===== src/verilog/lku_pkg.sv =====
// constants, types and helpers shared by the card lock/unlock decoder files
// assumes a single 25 MHz clock domain; no bus, every control bit is a port
package lku_pkg;

	// parameter byte layout: request flags in the low nibble
	localparam int unsigned BYTE_W      = 8;
	localparam int unsigned REQ_W       = 4;
	localparam int unsigned BIT_ERASE   = 3;
	localparam int unsigned BIT_LOCK    = 2;
	localparam int unsigned BIT_CLEAR   = 1;
	localparam int unsigned BIT_SET     = 0;

	// request codes after the upper nibble is dropped
	localparam logic [3:0] REQ_UNLOCK   = 4'h0;
	localparam logic [3:0] REQ_SET      = 4'h1;
	localparam logic [3:0] REQ_CLEAR    = 4'h2;
	localparam logic [3:0] REQ_LOCK     = 4'h4;
	localparam logic [3:0] REQ_SET_LOCK = 4'h5;
	localparam logic [3:0] REQ_ERASE    = 4'h8;

	// passcode limits
	localparam int unsigned PW_MAX_BITS  = 128;
	localparam int unsigned PW_MAX_BYTES = PW_MAX_BITS / BYTE_W;
	localparam int unsigned IDX_W        = $clog2(PW_MAX_BYTES);
	localparam logic [7:0]  PW_MAX_LEN   = 8'(PW_MAX_BYTES);
	localparam logic [7:0]  LEN_NONE     = 8'h00;
	localparam logic [7:0]  BYTE_ZERO    = 8'h00;
	localparam logic [7:0]  CNT_ONE      = 8'h01;

	// decoded function of one command
	typedef enum logic [2:0] {
		FN_ERROR,
		FN_FORCE_ERASE,
		FN_LOCK,
		FN_UNLOCK,
		FN_SET_LOCK,
		FN_SET_UNLOCK,
		FN_CLEAR
	} lku_func_e;

	// command sequencing
	typedef enum logic [2:0] {
		ST_IDLE,
		ST_MODE,
		ST_LEN,
		ST_DATA,
		ST_EXEC,
		ST_ERASE
	} lku_state_e;

	// functions that need the sent passcode to equal the stored one exactly
	function automatic logic lku_needs_match(input lku_func_e f);
		return (f == FN_LOCK) || (f == FN_UNLOCK) || (f == FN_CLEAR);
	endfunction

	// functions that load a new passcode
	function automatic logic lku_is_set(input lku_func_e f);
		return (f == FN_SET_LOCK) || (f == FN_SET_UNLOCK);
	endfunction

endpackage


===== src/verilog/lku_ifs.sv =====
// carriers between the decoder top and its two helper modules
// assumes all ends share one clock; these are plain bundles, no logic
`timescale 1ns/1ps
`default_nettype none

// request decode: top drives the inputs, decoder answers combinationally
interface lku_dec_if;
	logic [lku_pkg::REQ_W-1:0] req;
	logic                      locked;
	logic                      has_pw;
	lku_pkg::lku_func_e        func;
	modport ctl (output req, output locked, output has_pw, input func);
	modport dec (input req, input locked, input has_pw, output func);
endinterface

// passcode store: compare old bytes, stage new bytes, commit or clear
interface lku_pw_if;
	logic [lku_pkg::IDX_W-1:0]  idx;
	logic [lku_pkg::BYTE_W-1:0] data;
	logic                       stage_we;
	logic                       commit;
	logic [7:0]                 new_len;
	logic                       clr;
	logic [7:0]                 len;
	logic                       match;
	modport ctl (output idx, output data, output stage_we, output commit,
		output new_len, output clr, input len, input match);
	modport store (input idx, input data, input stage_we, input commit,
		input new_len, input clr, output len, output match);
endinterface

`default_nettype wire


===== src/verilog/lku_top.sv =====
// card lock/unlock decoder: parses the command data block, checks the
// passcode, updates lock state and reports the two card status bits
// assumes the data block arrives one byte per data_valid, framed by
// cmd_start before it and data_last on its final byte
//
// Summary of operation
// (RQ1) request byte: bit3 erase, bit2 lock, bit1 clear passcode, bit0 set passcode
// (RQ2) request byte bits 7 to 4 are ignored when decoding
// (RQ3) host must send a block at least as long as the data structure
// (RQ4) passcode length of zero or above 128 bits is an error
// (RQ5) wrong old or new passcode is an error for any passcode function
// (RQ6) any error sets the failed flag, whatever the function result
// (RQ7) response locked bit shows the state before the command
// (RQ8) a lock change shows in the next status query
// (RQ9) failed flag shows in own response or next status query
// (RQ10) after reset: locked if passcode stored, unlocked if not, not failed
// (RQ11) lock plus set while locked with passcode: replace, stay locked
// (RQ12) lock plus set while unlocked with passcode: replace and lock
// (RQ13) lock plus set while unlocked without passcode: store and lock
// (RQ14) clear alone while locked: drop passcode and unlock
// (RQ15) clear alone while unlocked with passcode: drop passcode, stay unlocked
// (RQ16) clear alone while unlocked without passcode: fail
// (RQ17) set alone with stored passcode: replace it and leave unlocked
// (RQ18) set alone unlocked without passcode: store it, stay unlocked
// (RQ19) any other request combination is an error
// (RQ20) erase alone works only locked with passcode; unlocked it fails
// (RQ21) lock alone while unlocked needs matching passcode, else fails
// (RQ22) no request bits while locked unlocks on matching passcode, else fails
// (RQ23) locking a locked card or one without passcode fails
// (RQ24) unlocking an unlocked card fails
`timescale 1ns/1ps
`default_nettype none

module lku_top (
	// clock and reset
	input  wire logic                       clk,
	input  wire logic                       rstn,
	// card reset command
	input  wire logic                       soft_reset,
	// command data block
	input  wire logic                       cmd_start,
	input  wire logic                       data_valid,
	input  wire logic [lku_pkg::BYTE_W-1:0] data_byte,
	input  wire logic                       data_last,
	// erase engine handshake
	output logic                            force_erase_req,
	input  wire logic                       force_erase_done,
	// status query and results
	input  wire logic                       status_query,
	output logic                            busy,
	output logic                            resp_valid,
	output logic                            resp_locked,
	output logic                            resp_failed,
	output logic                            locked_state_flag,
	output logic                            lock_op_failed_flag,
	output logic [7:0]                      passcode_length
);
	import lku_pkg::*;

	lku_dec_if dif ();
	lku_pw_if  pif ();

	lku_state_e state_ff;
	lku_state_e nxt_state;
	lku_func_e  func_ff;
	logic [7:0] len_ff;
	logic [7:0] cnt_ff;
	logic       mis_ff;
	logic       short_ff;
	logic       locked_ff;
	logic       failed_ff;
	logic       resp_valid_ff;
	logic       resp_locked_ff;
	logic       resp_failed_ff;
	logic       erase_req_ff;

	logic       has_pw;
	logic       in_old;
	logic [7:0] offs;
	logic [7:0] new_len;
	logic       byte_take;
	logic       exec_err;
	logic       exec_ok;
	logic       erase_end;

	lku_func_dec i_lku_func_dec (
		.dif (dif.dec)
	);

	lku_pw_store #(
		.BYTES (PW_MAX_BYTES)
	) i_lku_pw_store (
		.clk  (clk),
		.rstn (rstn),
		.pif  (pif.store)
	);

	// decode inputs; only the low nibble reaches the decoder
	assign has_pw     = (pif.len != LEN_NONE);
	assign dif.req    = data_byte[REQ_W-1:0];  // RQ1 RQ2
	assign dif.locked = locked_ff;
	assign dif.has_pw = has_pw;

	// byte routing: the first stored-length bytes are the old passcode
	assign in_old    = (cnt_ff < pif.len);
	assign offs      = cnt_ff - pif.len;
	assign byte_take = (state_ff == ST_DATA) && data_valid && (cnt_ff < len_ff);
	assign pif.idx   = in_old ? cnt_ff[IDX_W-1:0] : offs[IDX_W-1:0];
	assign pif.data  = data_byte;
	assign pif.stage_we = byte_take && !in_old && lku_is_set(func_ff)
		&& (offs < PW_MAX_LEN);
	assign new_len   = len_ff - pif.len;

	// error checks at execution; length and content both have to agree
	always_comb begin
		exec_err = short_ff || (func_ff == FN_ERROR);  // RQ19
		if (lku_needs_match(func_ff)) begin
			exec_err = exec_err || (len_ff == LEN_NONE) || (len_ff > PW_MAX_LEN)  // RQ4
				|| (len_ff != pif.len) || mis_ff;  // RQ5
		end
		if (lku_is_set(func_ff)) begin
			exec_err = exec_err || (len_ff < pif.len) || (new_len == LEN_NONE)  // RQ4
				|| (new_len > PW_MAX_LEN) || mis_ff;  // RQ5
		end
	end

	// a card reset in the same cycle wins, so no half-done update survives it
	assign exec_ok   = (state_ff == ST_EXEC) && !exec_err && !soft_reset;
	assign erase_end = (state_ff == ST_ERASE) && force_erase_done && !soft_reset;

	// store updates: commit new passcode, or drop it on clear or erase
	assign pif.commit  = exec_ok && lku_is_set(func_ff);  // RQ11 RQ12 RQ13 RQ17 RQ18
	assign pif.new_len = new_len;
	assign pif.clr     = (exec_ok && (func_ff == FN_CLEAR)) || erase_end;  // RQ14 RQ15

	// sequencing; a short block ends the command early as an error
	always_comb begin
		nxt_state = state_ff;
		case (state_ff)
			ST_IDLE: begin
				if (cmd_start)
					nxt_state = ST_MODE;
			end
			ST_MODE, ST_LEN: begin
				if (data_valid && data_last)
					nxt_state = ST_EXEC;
				else if (data_valid)
					nxt_state = (state_ff == ST_MODE) ? ST_LEN : ST_DATA;
			end
			ST_DATA: begin
				if (data_valid && data_last)
					nxt_state = ST_EXEC;
			end
			ST_EXEC: begin
				nxt_state = (exec_ok && (func_ff == FN_FORCE_ERASE)) ? ST_ERASE : ST_IDLE;
			end
			ST_ERASE: begin
				if (force_erase_done)
					nxt_state = ST_IDLE;
			end
			default: begin
				nxt_state = ST_IDLE;
			end
		endcase
	end

	// card reset aborts any command in flight
	always_ff @(posedge clk or negedge rstn) begin
		if (!rstn)
			state_ff <= ST_IDLE;
		else if (soft_reset)
			state_ff <= ST_IDLE;
		else
			state_ff <= nxt_state;
	end

	// function fixed from the request byte and the state at that moment
	always_ff @(posedge clk or negedge rstn) begin
		if (!rstn) begin
			func_ff <= FN_ERROR;
			len_ff  <= LEN_NONE;
		end else if (state_ff == ST_MODE && data_valid) begin
			func_ff <= dif.func;
			len_ff  <= LEN_NONE;
		end else if (state_ff == ST_LEN && data_valid) begin
			len_ff <= data_byte;
		end
	end

	// byte counter and sticky compare / short-block flags
	always_ff @(posedge clk or negedge rstn) begin
		if (!rstn) begin
			cnt_ff   <= LEN_NONE;
			mis_ff   <= 1'b0;
			short_ff <= 1'b0;
		end else if (state_ff == ST_IDLE) begin
			cnt_ff   <= LEN_NONE;
			mis_ff   <= 1'b0;
			short_ff <= 1'b0;
		end else begin
			if (byte_take)
				cnt_ff <= cnt_ff + CNT_ONE;
			if (byte_take && in_old && !pif.match)
				mis_ff <= 1'b1;  // RQ5
			// too short a block leaves the outcome open; treat it as failure
			// a zero length may end on the length byte (force erase needs no passcode)
			if (data_valid && data_last && ((state_ff == ST_MODE)
				|| (state_ff == ST_LEN && data_byte != LEN_NONE)
				|| (state_ff == ST_DATA && (cnt_ff + CNT_ONE) < len_ff)))
				short_ff <= 1'b1;  // RQ3
		end
	end

	// lock state; card reset relocks a card holding a passcode
	always_ff @(posedge clk or negedge rstn) begin
		if (!rstn) begin
			locked_ff <= 1'b0;  // RQ10
		end else if (soft_reset) begin
			locked_ff <= has_pw;  // RQ10
		end else if (exec_ok) begin
			case (func_ff)
				FN_LOCK, FN_SET_LOCK: locked_ff <= 1'b1;  // RQ12 RQ13 RQ21
				FN_UNLOCK, FN_SET_UNLOCK, FN_CLEAR: locked_ff <= 1'b0;  // RQ14 RQ17 RQ22
				default: locked_ff <= locked_ff;
			endcase
		end else if (erase_end) begin
			locked_ff <= 1'b0;  // RQ20
		end
	end

	// response pulse carries the state held before the command
	always_ff @(posedge clk or negedge rstn) begin
		if (!rstn) begin
			resp_valid_ff  <= 1'b0;
			resp_locked_ff <= 1'b0;
			resp_failed_ff <= 1'b0;
		end else begin
			resp_valid_ff <= !soft_reset && (((state_ff == ST_EXEC) && !exec_ok)
				|| (exec_ok && func_ff != FN_FORCE_ERASE) || erase_end);
			if (state_ff == ST_EXEC) begin
				resp_locked_ff <= locked_ff;  // RQ7
				resp_failed_ff <= exec_err;  // RQ6 RQ9
			end
		end
	end

	// failed flag holds until a status query has read it; a new failure wins
	always_ff @(posedge clk or negedge rstn) begin
		if (!rstn)
			failed_ff <= 1'b0;
		else if (soft_reset)
			failed_ff <= 1'b0;  // RQ10
		else if (state_ff == ST_EXEC && exec_err)
			failed_ff <= 1'b1;  // RQ6 RQ9
		else if (status_query)
			failed_ff <= 1'b0;
	end

	// erase request stands until the engine reports done
	always_ff @(posedge clk or negedge rstn) begin
		if (!rstn)
			erase_req_ff <= 1'b0;
		else if (soft_reset || erase_end)
			erase_req_ff <= 1'b0;
		else if (exec_ok && func_ff == FN_FORCE_ERASE)
			erase_req_ff <= 1'b1;  // RQ20
	end

	assign busy                = (state_ff != ST_IDLE);
	assign resp_valid          = resp_valid_ff;
	assign resp_locked         = resp_locked_ff;
	assign resp_failed         = resp_failed_ff;
	assign locked_state_flag   = locked_ff;  // RQ8
	assign lock_op_failed_flag = failed_ff;
	assign passcode_length     = pif.len;
	assign force_erase_req     = erase_req_ff;
endmodule

`default_nettype wire


===== src/verilog/lku_func_dec.sv =====
// request decoder: maps request nibble and card state to one function
// assumes the caller has already dropped the upper parameter bits
`timescale 1ns/1ps
`default_nettype none

module lku_func_dec (
	// decode request and answer
	lku_dec_if.dec dif
);
	import lku_pkg::*;

	// one table; a locked card without a passcode cannot arise, so it errors
	always_comb begin
		dif.func = FN_ERROR;
		case (dif.req)
			REQ_ERASE: begin
				if (dif.locked && dif.has_pw)  // RQ20
					dif.func = FN_FORCE_ERASE;
			end
			REQ_LOCK: begin
				if (!dif.locked && dif.has_pw)  // RQ21 RQ23
					dif.func = FN_LOCK;
			end
			REQ_SET_LOCK: begin
				if (dif.has_pw || !dif.locked)  // RQ11 RQ12 RQ13
					dif.func = FN_SET_LOCK;
			end
			REQ_CLEAR: begin
				if (dif.has_pw)  // RQ14 RQ15 RQ16
					dif.func = FN_CLEAR;
			end
			REQ_SET: begin
				if (dif.has_pw || !dif.locked)  // RQ17 RQ18
					dif.func = FN_SET_UNLOCK;
			end
			REQ_UNLOCK: begin
				if (dif.locked && dif.has_pw)  // RQ22 RQ24
					dif.func = FN_UNLOCK;
			end
			default: begin
				dif.func = FN_ERROR;  // RQ19
			end
		endcase
	end

endmodule

`default_nettype wire


===== src/verilog/lku_pw_store.sv =====
// passcode store: active copy, staging copy for a new passcode, length
// assumes commit and clr are never raised in the same cycle
`timescale 1ns/1ps
`default_nettype none

module lku_pw_store #(
	parameter int unsigned BYTES = lku_pkg::PW_MAX_BYTES
) (
	// clock and reset
	input wire logic clk,
	input wire logic rstn,
	// control from the decoder top
	lku_pw_if.store  pif
);
	import lku_pkg::*;

	logic [BYTE_W-1:0] pw_ff    [BYTES];
	logic [BYTE_W-1:0] stage_ff [BYTES];
	logic [7:0]        len_ff;

	// staging keeps the old passcode intact until the command proves good
	for (genvar g = 0; g < BYTES; g++) begin : g_byte
		always_ff @(posedge clk or negedge rstn) begin
			if (!rstn) begin
				stage_ff[g] <= BYTE_ZERO;
			end else if (pif.stage_we && (pif.idx == IDX_W'(g))) begin
				stage_ff[g] <= pif.data;
			end
		end

		always_ff @(posedge clk or negedge rstn) begin
			if (!rstn) begin
				pw_ff[g] <= BYTE_ZERO;
			end else if (pif.clr) begin
				pw_ff[g] <= BYTE_ZERO;
			end else if (pif.commit) begin
				pw_ff[g] <= (g < pif.new_len) ? stage_ff[g] : BYTE_ZERO;
			end
		end
	end

	// length zero means no passcode is stored
	always_ff @(posedge clk or negedge rstn) begin
		if (!rstn) begin
			len_ff <= LEN_NONE;
		end else if (pif.clr) begin
			len_ff <= LEN_NONE;
		end else if (pif.commit) begin
			len_ff <= pif.new_len;
		end
	end

	assign pif.len   = len_ff;
	assign pif.match = (pw_ff[pif.idx] == pif.data);

endmodule

`default_nettype wire


===== config.mk =====
export PLATFORM = sky130hd
export DESIGN_NAME = lku_top
export DESIGN_NICKNAME = d
export VERILOG_FILES = /design/src/verilog/lku_pkg.sv /design/src/verilog/lku_ifs.sv /design/src/verilog/lku_top.sv /design/src/verilog/lku_func_dec.sv /design/src/verilog/lku_pw_store.sv
export SDC_FILE = /design/constraint.sdc
export NUM_CORES = 1
export LEC_CHECK = 0
export ABC_CLOCK_PERIOD_IN_PS = 5450
export BUFFER_PORTS_ARGS = -buffer_cell sky130_fd_sc_hd__buf_2
export CORE_MARGIN = 2
export CORE_UTILIZATION = 63
export CTS_CLUSTER_DIAMETER = 50
export DETAILED_ROUTE_END_ITERATION = 16
export GPL_TIMING_DRIVEN = 0
export PLACE_DENSITY = 0.88
export SLEW_MARGIN = 20
export SYNTH_ARGS = -nofsm -noshare
export SYNTH_HDL_FRONTEND = slang
export SYNTH_SLANG_ARGS = --single-unit

===== constraint.sdc =====
create_clock -name clk -period 5.45 [get_ports clk]
set_input_delay 0.545 -clock clk [delete_from_list [all_inputs] [get_ports clk]]
set_output_delay 0.545 -clock clk [all_outputs]
set_load 0.005 [all_outputs]

==> impl_results.md <==
- Synth Register Bits: 294
- First-pass detailed-route iteration total: 7
- Setup CP Type: register to register
- Mapped Cells: 1270
- Mean post-synth cell area: 11.3 um^2
- Hold buffers post-CTS: 0
- Core area: 22500 um^2
- DP HPWL: 28200 um
- Max H-tree Level: 1
- Reg2Reg Setup Slack: 0.38 ns
- TritonCTS buffer count: 31
- Shortest period the worst path allows: 5.07 ns
- Inserted Diodes: 0
- Failing checks: negative hold slack
- CTS tree: built
- Fin Hold WS: -0.0188 ns
- Total grt overflow: 0
- Final std cells w/o fill: 1643
- # IOs: 31
- Placed cells: 1588
- Worst R2R End: mis_ff$_DFFE_PN0P_
- Post-CTS setup buffers: 0
- Placer Congestion: 0.960
- Hold Fails Final Rpt: 7
- Vias in the first global route: 11.2k
- Gr usage total: 0.342
- Power Density: 402 nW/um^2
- CP bufs+invs: 5
- Initial antenna violation count: 1
- Die Y: 155 um
- Slew Limit Fails: 0
- Status: finished, violations left
- DR vias: 11.3k
- YS warnings: 0
- Initial drt markers: 1273
- Synth async-reset ratio: 1.00
- Crit share post-route: 0.930
- Post-Syn Area: 14400 um^2
- Wire per inst: 25.0 um
- RSZ-0062 raised after global routing: false
- Crit path arrival time: 5.50 ns
- Synth Net Count: 1320
- Final WL: 41100 um
- Slowest cell delay on critical path: 0.72 ns
- Rows: 55
- Layout cells sized above 1: 0.189
- Post-synth cell types: 68
- Tightest Pin Transition: 1.14 ns
- Pin count of the biggest net entering global routing: 107
- CP top delay family: compound AO/OA/AOI/OAI gates
- Die ar.: 24000 um^2
- Max transition margin: 0.236
- Worst vdd ir: 0.221 mV
- Final setup violation count: 0
- Fmax: 197 MHz
- Max Cap Viol: 0
- DRC Markers: 0
- Later-pin clock latency in the skew report: 0.57 ns
- Nets: 1386
- Required @ worst endpoint: 5.88 ns
- R2R cell count: 16
- Fill cell count: 1506
- CTS clk-pin slew, worst paths: 0.06 ns
- Post-synth EDFFs: 0
- Crit path capture type: register
- Primary FF master, synth: dfrtp_1
- Sequential area share after synthesis: 0.512
- Critical-path top delay cell: clkbuf_1
- CP max FO: 10
- Critical Path Source Type: register
- Instance count on the critical path: 16
- Initial Util: 0.639
- I/O Buffers: 30
- Hold Path Class: input pin to async pin
- Vias per Instance: 6.90
- Antenna viol nets, final: 0
- Reg-to-Reg Start: cnt_ff[0]$_DFFE_PN0P_
- DIE WIDTH: 155 um
- Root Buffer: clkbuf_16
- Worst-path cell chain: buf_6 > inv_1 > ha_1 > inv_1 > fa_1 > a211oi_1 > o2111ai_1 > o211ai_2 > buf_2 > clkbuf_1 > a211oi_1 > a31oi_1 > o22ai_1 > mux2i_1 > nor4b_1 > a31oi_1
- Final setup TNS: 0 ns
- Global-route wire length before repair: 63000 um
- CTS Sinks: 294
- CTS max path bufs: 3
- Quantity of gates resized following cts: 0
- Setup Skew: 0.0135 ns
- Syn-to-layout area delta: 11.3%
- Leak Pwr: 7.61 nW
cells in the mapped netlist, types with 19 or more instances:
cell type,n,area (um^2)
clkbuf_1,55,206
dfrtp_1,294,7360
mux2_2,137,1540
ha_1,32,400
nor3_1,23,115
nand2_1,109,409
mux2i_1,36,360
nor2_1,53,199
a22o_1,122,1070
a211oi_1,21,158
inv_1,38,143
a21oi_1,67,335
o21ai_0,42,210
nand3_1,19,95.1
power breakdown:
group          internal [W]  switching [W]  leakage [nW]
clock network       0.00123       0.000903         0.494
logic              0.000666        0.00132          3.03
registers           0.00225      0.0000665          4.09
through the flow:
step                      total power, W  hold slack (ns)  cell area (um^2)  setup WS [ns]   util
final                            0.00643          -0.0188             16000          0.384  0.711
after global routing             0.00668           0.0229             16000          0.207  0.711
after CTS                        0.00636           0.0121             16000          0.560  0.711
after detailed placement         0.00427            0.471             15000          0.597  0.665
after global placement           0.00421            0.464             14900          -1.42  0.661
after floorplan                  0.00368            0.249             14400           1.57      -
cells in the final DEF, fill, tap and decap left out, types with 10 or more instances in the layout:
master and n:
buf_2 41, nand3_1 19, mux2_2 137, a211oi_1 21, inv_1 38, nand2_1 109
ha_1 32, nor3_1 23, clkbuf_1 61, o21ai_0 42, mux2i_1 36, nand3b_1 10
a22o_1 122, nor2_1 53, a21oi_1 67, dfrtp_1 294, a21o_1 12, clkbuf_16 31
o21a_1 10
flip-flops by register name (all words and copies together) (netlist names):
| signal | cells |
|---|---|
| i_lku_pw_store.pw_ff | 128 |
| cnt_ff | 8 |
| force_erase_req | 1 |
| func_ff | 3 |
| lock_op_failed_flag | 1 |
| resp_valid | 1 |
| i_lku_pw_store.pif.len | 8 |
| mis_ff | 1 |
| len_ff | 8 |
| short_ff | 1 |
| state_ff | 3 |
| i_lku_pw_store.stage_ff | 128 |
| resp_failed | 1 |
| resp_locked | 1 |
| locked_state_flag | 1 |
cell families after synthesis:
family,after synthesis,share of synthesized area
compound gates,345,0.175
flops,294,0.512
simple gates,292,0.107
xor+xnor,17,0.0104
buf+inv,114,0.0322
mux,174,0.133
fa+ha+maj,34,0.0306
worst max path at each step:
stage / start / slack [ns] / end
3_5_place_dp: cnt_ff[0]$_DFFE_PN0P_ / 0.60 / mis_ff$_DFFE_PN0P_
4_1_cts: cnt_ff[0]$_DFFE_PN0P_ / 0.56 / mis_ff$_DFFE_PN0P_
2_1_floorplan: cnt_ff[0]$_DFFE_PN0P_ / 1.57 / mis_ff$_DFFE_PN0P_
5_1_grt: cnt_ff[0]$_DFFE_PN0P_ / 0.21 / mis_ff$_DFFE_PN0P_
6_report: cnt_ff[0]$_DFFE_PN0P_ / 0.38 / mis_ff$_DFFE_PN0P_
3_3_place_gp: rstn / -1.42 / i_lku_pw_store.stage_ff[71]$_DFFE_PN0P_
per-layer routing:
| metal | vias to the layer above | part of all wire | wire length (um) | track usage |
|---|---|---|---|---|
| li1 | 4843 | - | - | - |
| met1 | 5571 | 0.39 | 15900 | 0.454 |
| met2 | 735 | 0.45 | 18600 | 0.533 |
| met3 | 180 | 0.10 | 4180 | 0.0705 |
| met4 | 2 | 0.058 | 2380 | 0.189 |
| met5 | - | 0.00032 | 13 | 0 |
cell type report:
cell class / count / area (um^2) / area share
Sequential cell: 294 / 7360 / 0.460
Multi-Input combinational cell: 862 / 6560 / 0.410
Clock buffer: 43 / 881 / 0.0551
Tap cell: 285 / 357 / 0.0223
Buffer: 76 / 320 / 0.0200
Timing Repair Buffer: 33 / 243 / 0.0152
Clock inverter: 12 / 143 / 0.00892
Inverter: 38 / 143 / 0.00892
worst reg2reg max path, cell delays in order, from the launching register on:
cell       delay (ns)
dfrtp_1          0.40
buf_6            0.15
inv_1            0.17
ha_1             0.21
inv_1            0.06
fa_1             0.45
a211oi_1         0.58
o2111ai_1        0.20
o211ai_2         0.29
buf_2            0.49
clkbuf_1         0.72
a211oi_1         0.14
a31oi_1          0.32
o22ai_1          0.18
mux2i_1          0.15
nor4b_1          0.31
a31oi_1          0.12
No activity file was read; power rests on OpenSTA's default activity.
